[config.mk]
export PLATFORM = sky130hd
export DESIGN_NAME = cfg_forward
export DESIGN_NICKNAME = d
export VERILOG_FILES = /design/src/logic/cfg_fwd_pkg.sv /design/src/logic/delayed_entry.sv /design/src/logic/cfg_forward.sv
export SDC_FILE = /design/constraint.sdc
export NUM_CORES = 1
export LEC_CHECK = 0
export ABC_AREA = 1
export ABC_CLOCK_PERIOD_IN_PS = 2100
export BUFFER_PORTS_ARGS = -buffer_cell sky130_fd_sc_hd__buf_2
export CORE_MARGIN = 5
export CORE_UTILIZATION = 30
export CTS_BUF_LIST = sky130_fd_sc_hd__clkbuf_4 sky130_fd_sc_hd__clkbuf_8 sky130_fd_sc_hd__clkbuf_16
export DETAILED_ROUTE_END_ITERATION = 10
export HOLD_SLACK_MARGIN = 0.06
export PLACE_DENSITY_LB_ADDON = 0.1
export SETUP_SLACK_MARGIN = 0.2
export SYNTH_ARGS = -nofsm -noshare
export SYNTH_HDL_FRONTEND = slang
export SYNTH_SLANG_ARGS = --single-unit
[constraint.sdc]
create_clock -name core_clk -period 2.1 [get_ports core_clk]
set_input_delay 0.105 -clock core_clk [delete_from_list [all_inputs] [get_ports core_clk]]
set_output_delay 0.105 -clock core_clk [all_outputs]
set_load 0.005 [all_outputs]
[src/logic/cfg_fwd_pkg.sv]
// Constants shared by the configuration forwarding logic of the bridge.
package cfg_fwd_pkg;
  // Bus command codes as they appear on the command/byte-enable lines.
  localparam logic [3:0] CMD_SPECIAL = 4'h1;
  localparam logic [3:0] CMD_CFG_RD = 4'hA;
  localparam logic [3:0] CMD_CFG_WR = 4'hB;
  // Configuration address type encodings in AD[1:0].
  localparam logic [1:0] TYPE0 = 2'h0;
  localparam logic [1:0] TYPE1 = 2'h1;
  // Field positions inside a Type 1 configuration address, and the select lines of a converted Type 0 address.
  localparam int BUS_HI = 23;
  localparam int BUS_LO = 16;
  localparam int DEV_HI = 15;
  localparam int DEV_LO = 11;
  localparam int FN_HI = 10;
  localparam int FN_LO = 8;
  localparam int REG_HI = 7;
  localparam int REG_LO = 2;
  localparam int IDSEL_LO = 16;
  localparam int IDSEL_COUNT = 16;
  // Qualifying values for special cycle generation and upstream forwarding, and the zero device field of a converted address.
  localparam logic [4:0] DEV_ALL = 5'h1F;
  localparam logic [2:0] FN_ALL = 3'h7;
  localparam logic [5:0] SPECIAL_REG = 6'h00;
  localparam logic [4:0] DEV_ZERO = 5'h00;
  // Reset values of the select lines and of the word, byte-enable and index outputs.
  localparam logic SELECT_IDLE_N = 1'h1;
  localparam logic [31:0] WORD_ZERO = 32'h0000_0000;
  localparam logic [3:0] BE_NONE_N = 4'hF;
  localparam logic [5:0] INDEX_ZERO = 6'h00;

  // What an address phase asks the bridge to do.
  typedef enum logic [2:0]
  {
    KIND_NONE = 3'h0,
    KIND_OWN = 3'h1,
    KIND_CONV = 3'h2,
    KIND_DOWN = 3'h3,
    KIND_UP = 3'h4,
    KIND_SPEC = 3'h5
  } kind_t;

  typedef enum logic [2:0]
  {
    S_IDLE = 3'b001,
    S_CLAIM = 3'b010,
    S_RESP = 3'b100
  } state_t;
endpackage

[src/logic/delayed_entry.sv]
// One delayed transaction slot: request fields, far-bus outcome and completion data.
`timescale 1ns/1ps
module delayed_entry
(
  input wire logic core_clk, // Clock.
  input wire logic nrst, // Asynchronous reset, active low.
  input wire logic load, // Capture a new request.
  input wire logic [31:0] loadAddr, // Original address of the request.
  input wire logic [3:0] loadCmd, // Original bus command.
  input wire logic loadSide, // Request came from the secondary bus.
  input wire logic finish, // Far-bus cycle ended.
  input wire logic finishAbort, // Far-bus cycle ended in a master abort.
  input wire logic [31:0] finishData, // Read data from the far bus.
  input wire logic clear, // Retire the slot.
  output logic busy, // Slot holds a request.
  output logic complete, // Far-bus cycle is over.
  output logic aborted, // Far-bus cycle was master aborted.
  output logic [31:0] addr, // Stored address.
  output logic [3:0] cmd, // Stored command.
  output logic side, // Stored originating side.
  output logic [31:0] data // Stored completion data.
);
  import cfg_fwd_pkg::*;

  wire finishNow = finish && busy && !complete;

  always_ff @(posedge core_clk or negedge nrst)
  begin
    if (!nrst)
    begin
      busy <= 1'b0;
      complete <= 1'b0;
      aborted <= 1'b0;
      addr <= WORD_ZERO;
      cmd <= CMD_SPECIAL;
      side <= 1'b0;
      data <= WORD_ZERO;
    end
    else if (clear)
    begin
      busy <= 1'b0;
      complete <= 1'b0;
      aborted <= 1'b0;
    end
    else if (load && !busy)
    begin
      busy <= 1'b1;
      complete <= 1'b0;
      aborted <= 1'b0;
      addr <= loadAddr;
      cmd <= loadCmd;
      side <= loadSide;
    end
    else if (finishNow)
    begin
      complete <= 1'b1;
      aborted <= finishAbort;
      data <= finishData;
    end
  end
endmodule

[src/logic/cfg_forward.sv]
// Configuration transaction claim, translation and delayed forwarding for a two-port bridge.
`timescale 1ns/1ps
module cfg_forward
(
  input wire logic core_clk, // Clock, 10 MHz.
  input wire logic nrst, // Asynchronous reset, active low.
  input wire logic addrPhase, // Address phase of a new transaction, one cycle.
  input wire logic fromSecondary, // Transaction was started on the secondary bus.
  input wire logic [31:0] ad, // Address in the address phase, data in a data phase.
  input wire logic [3:0] commandByteEnable_n, // Command, then active-low byte enables.
  input wire logic primaryConfigSelect, // Configuration select of the bridge itself.
  input wire logic dataPhase, // Initiator ready in the data phase, one cycle.
  input wire logic moreData, // Initiator wants further data phases.
  input wire logic [7:0] primaryBus, // Primary bus number.
  input wire logic [7:0] secondaryBus, // Secondary bus number.
  input wire logic [7:0] subordinateBus, // Subordinate bus number.
  input wire logic [31:0] cfgReadData, // Own configuration word at cfgIndex.
  input wire logic farDone, // Far-bus cycle of the pending request ended, pulse.
  input wire logic farMasterAbort, // That cycle ended in a master abort.
  input wire logic [31:0] farReadData, // Read data returned by the far bus.
  output cfg_fwd_pkg::kind_t claimKind, // Kind of the transaction being served.
  output logic primaryDeviceSelect_n, // Bridge claims on the primary bus.
  output logic secondaryDeviceSelect_n, // Bridge claims on the secondary bus.
  output logic targetReady, // Data moves in this response cycle.
  output logic targetStop, // Stop: retry alone, disconnect with targetReady.
  output logic [31:0] readData, // Data returned to the initiator.
  output logic [5:0] cfgIndex, // Register index of an own access.
  output logic cfgWrite, // Write own configuration word, pulse.
  output logic [31:0] cfgWriteData, // Data of that write.
  output logic [3:0] cfgByteEnable_n, // Byte enables of that write.
  output logic fwdValid, // Issue a cycle on the far bus, pulse.
  output logic fwdToSecondary, // Far bus is the secondary bus.
  output logic [31:0] fwdAddr, // Address of the far cycle.
  output logic [3:0] fwdCommand, // Command of the far cycle.
  output logic [31:0] fwdData, // Write data or special cycle message.
  output logic [3:0] fwdByteEnable_n // Byte enables of the far cycle.
);
  import cfg_fwd_pkg::*;

  state_t state;
  kind_t heldKind;
  logic [31:0] heldAd;
  logic [3:0] heldCmd;
  logic heldSide;
  logic heldMatch;
  logic entryBusy;
  logic entryComplete;
  logic entryAborted;
  logic [31:0] entryAddr;
  logic [3:0] entryCmd;
  logic entrySide;
  logic [31:0] entryData;
  logic [IDSEL_COUNT-1:0] idselBits;

  // Address phase decode.
  wire [3:0] cmd = commandByteEnable_n;
  wire [7:0] busNum = ad[BUS_HI:BUS_LO];
  wire [4:0] devNum = ad[DEV_HI:DEV_LO];
  wire isCfg = (cmd == CMD_CFG_RD) || (cmd == CMD_CFG_WR);
  wire isWr = cmd == CMD_CFG_WR;
  wire isType0 = ad[1:0] == TYPE0;
  wire isType1 = ad[1:0] == TYPE1;
  wire isIdle = state == S_IDLE;
  wire allOnes = (devNum == DEV_ALL) && (ad[FN_HI:FN_LO] == FN_ALL);
  wire specReg = ad[REG_HI:REG_LO] == SPECIAL_REG;
  wire belowSub = busNum <= subordinateBus;
  wire fromPri = !fromSecondary;
  wire ownHit = fromPri && isCfg && isType0 && primaryConfigSelect;
  wire specDown = fromPri && isWr && isType1 && allOnes && specReg
    && (busNum == secondaryBus);
  wire specUp = fromSecondary && isWr && isType1 && allOnes && specReg
    && (busNum == primaryBus);
  wire convHit = fromPri && isCfg && isType1 && (busNum == secondaryBus);
  wire downHit = fromPri && isCfg && isType1 && (busNum > secondaryBus) && belowSub;
  wire upHit = fromSecondary && isWr && isType1 && allOnes
    && !((busNum >= secondaryBus) && belowSub);
  // Special cycle commands never reach a hit: every hit needs a config command.
  wire kind_t kindNow = ownHit ? KIND_OWN :
    (specDown || specUp) ? KIND_SPEC :
    convHit ? KIND_CONV :
    downHit ? KIND_DOWN :
    upHit ? KIND_UP : KIND_NONE;
  wire delayedNow = (kindNow != KIND_OWN) && (kindNow != KIND_NONE);
  wire attemptMatch = entryBusy && (entryAddr == ad) && (entryCmd == cmd)
    && (entrySide == fromSecondary);
  // A far master abort on a plain delayed request is reflected by not claiming the repeat.
  wire reflectAbort = delayedNow && attemptMatch && entryComplete && entryAborted
    && (kindNow != KIND_SPEC);
  wire claimNow = isIdle && addrPhase && (kindNow != KIND_NONE) && !reflectAbort;

  // Data phase decisions.
  wire heldOwn = heldKind == KIND_OWN;
  wire dataNow = (state == S_CLAIM) && dataPhase;
  wire doneNow = heldMatch && entryComplete;
  wire readyNow = heldOwn || doneNow;
  wire stopNow = readyNow ? moreData : 1'b1;
  wire loadNow = dataNow && !heldOwn && !entryBusy;
  wire clearNow = (isIdle && addrPhase && reflectAbort) || (dataNow && !heldOwn && doneNow);
  wire [31:0] replyData = heldOwn ? cfgReadData : entryData;

  // One-hot select decode: only device numbers below 10h get a line.
  genvar i;
  generate
    for (i = 0; i < IDSEL_COUNT; i = i + 1)
    begin : g_idsel
      assign idselBits[i] = !heldAd[DEV_HI] && (heldAd[DEV_HI-1:DEV_LO] == 4'(i));
    end
  endgenerate

  wire [31:0] convAddr = {idselBits, DEV_ZERO, heldAd[FN_HI:REG_LO], TYPE0};
  wire [31:0] farAddr = (heldKind == KIND_CONV) ? convAddr : heldAd;
  wire [3:0] farCmd = (heldKind == KIND_SPEC) ? CMD_SPECIAL : heldCmd;

  delayed_entry u_entry
  (
    .core_clk(core_clk),
    .nrst(nrst),
    .load(loadNow),
    .loadAddr(heldAd),
    .loadCmd(heldCmd),
    .loadSide(heldSide),
    .finish(farDone),
    .finishAbort(farMasterAbort),
    .finishData(farReadData),
    .clear(clearNow),
    .busy(entryBusy),
    .complete(entryComplete),
    .aborted(entryAborted),
    .addr(entryAddr),
    .cmd(entryCmd),
    .side(entrySide),
    .data(entryData)
  );

  always_ff @(posedge core_clk or negedge nrst)
  begin
    if (!nrst)
    begin
      state <= S_IDLE;
      heldKind <= KIND_NONE;
      heldAd <= WORD_ZERO;
      heldCmd <= CMD_SPECIAL;
      heldSide <= 1'b0;
      heldMatch <= 1'b0;
    end
    else
    begin
      unique case (state)
        S_IDLE:
        begin
          if (claimNow)
          begin
            state <= S_CLAIM;
            heldKind <= kindNow;
            heldAd <= ad;
            heldCmd <= cmd;
            heldSide <= fromSecondary;
            heldMatch <= attemptMatch;
          end
        end
        S_CLAIM:
        begin
          if (dataPhase)
          begin
            state <= S_RESP;
          end
        end
        S_RESP:
        begin
          state <= S_IDLE;
          heldKind <= KIND_NONE;
        end
        default:
        begin
          state <= S_IDLE;
        end
      endcase
    end
  end

  // Target-side answer; select stays low from the claim through the response cycle.
  always_ff @(posedge core_clk or negedge nrst)
  begin
    if (!nrst)
    begin
      primaryDeviceSelect_n <= SELECT_IDLE_N;
      secondaryDeviceSelect_n <= SELECT_IDLE_N;
      targetReady <= 1'b0;
      targetStop <= 1'b0;
      readData <= WORD_ZERO;
      claimKind <= KIND_NONE;
    end
    else
    begin
      if (claimNow)
      begin
        primaryDeviceSelect_n <= fromSecondary;
        secondaryDeviceSelect_n <= fromPri;
        claimKind <= kindNow;
      end
      else if (state == S_RESP)
      begin
        primaryDeviceSelect_n <= SELECT_IDLE_N;
        secondaryDeviceSelect_n <= SELECT_IDLE_N;
        claimKind <= KIND_NONE;
      end
      targetReady <= dataNow && readyNow;
      targetStop <= dataNow && stopNow;
      if (dataNow && readyNow)
      begin
        readData <= replyData;
      end
    end
  end

  // Own configuration port and far-bus request.
  always_ff @(posedge core_clk or negedge nrst)
  begin
    if (!nrst)
    begin
      cfgIndex <= INDEX_ZERO;
      cfgWrite <= 1'b0;
      cfgWriteData <= WORD_ZERO;
      cfgByteEnable_n <= BE_NONE_N;
      fwdValid <= 1'b0;
      fwdToSecondary <= 1'b0;
      fwdAddr <= WORD_ZERO;
      fwdCommand <= CMD_SPECIAL;
      fwdData <= WORD_ZERO;
      fwdByteEnable_n <= BE_NONE_N;
    end
    else
    begin
      if (claimNow)
      begin
        cfgIndex <= ad[REG_HI:REG_LO];
      end
      cfgWrite <= dataNow && heldOwn && (heldCmd == CMD_CFG_WR);
      if (dataNow && heldOwn)
      begin
        cfgWriteData <= ad;
        cfgByteEnable_n <= commandByteEnable_n;
      end
      fwdValid <= loadNow;
      if (loadNow)
      begin
        fwdToSecondary <= !heldSide;
        fwdAddr <= farAddr;
        fwdCommand <= farCmd;
        fwdData <= ad;
        fwdByteEnable_n <= commandByteEnable_n;
      end
    end
  end
endmodule

==> flow_metrics.py <==
metrics = {
    "timing": {
        "drv_slew": 0,
        "finalHoldViolCount": 0,
        "clock-skew-final_ns": 0.0197,
        "finalSetupViolCount": 15,
        "setup_ws_ns": -0.0409,
        "finalCritPeriodShare": 1.02,
        "fmaxAchievable_mhz": 467,
        "min_period_ns": 2.14,
        "maxSlewHeadroom": 0.639,
        "tns_ns": -0.337,
        "rsz0062_at_grt": "yes",
        "worst_pin_slew_ns": 0.539,
    },
    "clocking": {
        "clock-root-buffer": "clkbuf_16",
        "cts_tree": "done",
        "cts_sinks": 272,
        "clock_path_buffers": 3,
        "clock_latency_ns": 0.53,
        "cts.clk_slew.worst_paths_ns": 0.06,
        "cts_buffers": 34,
        "htreeDepth": 2,
    },
    "layout": {
        "final_nets": 2063,
        "design_area_sq_mm": 0.0182,
        "area_growth_pct": 46.1,
        "multi_input_area_sq_mm": 0.00534,
        "layout.cells.non_filler": 2474,
        "drive_gt1_frac": 0.337,
        "nFillCells": 4149,
        "final-seq-area_sq_mm": 0.00683,
    },
    "route": {
        "wire_per_inst_um": 19.0,
        "dr.pass1.iters": 4,
        "drc_errors": 0,
        "drtIter0Drc": 719,
        "via_per_inst": 4.72,
        "routed-via-count": 11700,
        "wl_um": 47100,
        "final_antenna_net_count": 0,
    },
    "global_routing": {
        "grt_pass1_vias": 11400,
        "grtUsageMet1": 0.266,
        "grt_first_pass_wirelength_um": 67500,
        "grt_util_met3": 0.0395,
        "track_usage": 0.190,
        "use_met2": 0.301,
        "grt.overflow.total": 0,
        "busiest_layer": "met2",
        "antenna_found_initial": 6,
        "grt_start_max_net_pins": 136,
    },
    "power": {
        "swShare": 0.244,
        "p_per_area_mw_per_mm2": 702,
        "pwr-share-comb": 0.097,
        "seq_power_share": 0.442,
        "fin_total_pwr_uw": 12800,
        "max-vdd-ir-drop_v": 0.000382,
        "power.switching_uw": 3120,
        "power.leakage_uw": 0.00934,
        "p_int_uw": 9670,
        "clkPwrFrac": 0.461,
    },
    "critical_path": {
        "crit_fanout": 7,
        "crit_type": "primary input to register",
        "r2r_cells": 13,
        "cp-start-kind": "primary input",
        "worstReg2RegStart": "u_entry.addr[29]$_DFFE_PN0P_",
        "crit_required_ns": 2.54,
        "worstPathArrival_ns": 2.58,
        "rrSetupSlack_ns": 0.02,
        "rr_endpoint": "heldAd[19]$_DFFE_PN0P_",
        "end_kind": "register",
    },
    "status": {
        "outcome": "complete, but fails checks",
        "violations": "negative setup slack",
    },
    "synth": {
        "synth_cell_types": 43,
        "ys_warn_count": 0,
        "synthTopCellsByArea": "dfrtp_1 52%, nand2_1 14%, o21ai_0 4.9%",
        "ys_ff_latch": 272,
        "syn_area_sq_mm": 0.0125,
        "syn_area_per_cell_sq_um": 8.61,
        "ys.flop_type": "dfrtp_1",
        "yosys-top-cells-count": "475 x nand2_1, 258 x dfrtp_1, 121 x o21ai_0, 103 x nor2_1, 100 x inv_1",
        "syn_inst": 1448,
        "seq_area_frac_synth": 0.547,
        "synth.most_common_cell": "nand2_1",
        "postSynth.asyncResetShare": 1.00,
        "synth_top_area_cell": "dfrtp_1",
        "synth-edff-count": 0,
        "synth_fp_nets": 1597,
        "netlist.area_leader.share": 0.518,
    },
    "placed_design": {
        "port-buffer-count": 288,
        "place_ws_ns": -0.0406,
        "place.gp.congestion": 0.879,
        "place_inst": 2266,
        "place_hpwl_um": 31500,
        "post_dp_cell_area_sq_mm": 0.0149,
    },
    "die": {
        "die_h_um": 214,
        "die_x_um": 214,
        "die-area_sq_mm": 0.0457,
        "ios": 289,
        "start_util": 0.304,
        "core_sq_mm": 0.0410,
        "num_rows": 74,
    },
    "min_path": {
        "worstHoldStart": "ad[18]",
        "whs_path_depth": 4,
        "hold_class": "primary input to register",
        "hold_end": "heldAd[18]$_DFFE_PN0P_",
    },
    "flow_run": {
        "drv_cap": 0,
    },
}
==> registers in the layout (all words and copies together), names as in the netlist, 4 cells and up <==
signal	cells
cfgWriteData	32
fwdData	32
u_entry.addr	32
fwdAddr	32
u_entry.cmd	4
readData	32
fwdCommand	4
cfgIndex	6
fwdByteEnable_n	4
cfgByteEnable_n	4
u_entry.data	32
heldCmd	4
heldAd	32
==> power groups by stage <==
stage	combinational (uW)	sequential, uW	clock [uW]
4_1_cts	1210	5630	6080
5_1_grt	1390	5670	6290
3_3_place_gp	1020	5720	0
3_5_place_dp	1030	5730	0
2_1_floorplan	462	5670	0
6_report	1240	5650	5900
==> cell type report <==
cell class,count,share of cell area
tap,532,0.0365
antenna,4,0.000550
inverter,123,0.0259
clock buffer,54,0.0587
sequential,272,0.375
multi-input combinational,987,0.293
timing repair buffer,496,0.207
clock inverter,6,0.00323
==> critical path, cell delays in order <==
cell and delay (ns):
dlygate4sd3_1 0.56, buf_2 0.17, inv_1 0.22, o21ai_0 0.18, nor3b_1 0.28, nand2_1 0.09, nor2_1 0.10, nand3_1 0.08
nor2_1 0.11, nand3_1 0.13, nand2_4 0.22, clkbuf_16 0.21, nand2_1 0.05, o21ai_1 0.07
==> per-layer routing <==
metal,up-vias,part of all wire
met4,4,0.022
met5,-,0.00042
met3,66,0.059
met2,305,0.47
li1,5658,-
met1,5636,0.45
==> worst max path at each step <==
stage               cells after the start                         start                            to
global route                           16  u_entry.addr[26]$_DFFE_PN0P_  u_entry.addr[26]$_DFFE_PN0P_
detailed placement                     15                        ad[21]  u_entry.addr[18]$_DFFE_PN0P_
global placement                       12                        ad[23]        heldAd[16]$_DFFE_PN0P_
finish                                 14                        ad[11]        heldAd[19]$_DFFE_PN0P_
floorplan                              15    u_entry.cmd[0]$_DFFE_PN1P_  u_entry.addr[24]$_DFFE_PN0P_
CTS                                    16    u_entry.cmd[0]$_DFFE_PN1P_    u_entry.cmd[2]$_DFFE_PN0P_
==> cell usage in the layout (no fill, tap or decap), types with 14 or more instances in the layout <==
cell type      count
buf_4             54
o21ai_1           24
dfrtp_1          256
inv_1             95
ha_1              16
buf_12            15
nand2_4           15
dfstp_2           14
nand2_1          401
buf_2            286
nand2_2           64
inv_2             25
mux2_2            32
o21ai_0          120
nand3_1           31
a31oi_1           32
nand4_1           48
buf_6             15
dlygate4sd3_1    109
nor2_1            93
clkbuf_16         43
==> logic make-up (layout without fill, tap and decap cells) <==
logic type               after synthesis  count (layout)  synth area share
AO/OA/AOI/OAI                        208             208            0.0898
buffers and inverters                189             679            0.0618
flip-flops                           272             272             0.547
multiplexers                          33              33            0.0297
XOR/XNOR                              17              17            0.0119
adder cells (fa/ha/maj)               16              16            0.0161
AND/OR/NAND/NOR                      713             713             0.243
other                                  0               4                 0
==> per-stage QoR <==
stage / hold WS (ns) / utilization
after floorplan: -0.191 / -
after global placement: 0.00354 / 0.364
after detailed placement: 0.00149 / 0.364
after CTS: 0.0608 / 0.424
after global routing: 0.0902 / 0.444
final: 0.0703 / 0.444
==> repair_timing <==
| action | 4_1_cts | 5_1_grt |
|---|---|---|
| setup buffers | 6 | 12 |
| hold endpoints to repair | 422 | 0 |
| cloned | 3 | 13 |
| gates resized for setup | 34 | 132 |
| hold buffers | 110 | 0 |
| pin swaps | 6 | 18 |
| endpoints found under the setup margin | 100 | 166 |
Power figures use the tool's default switching activity.
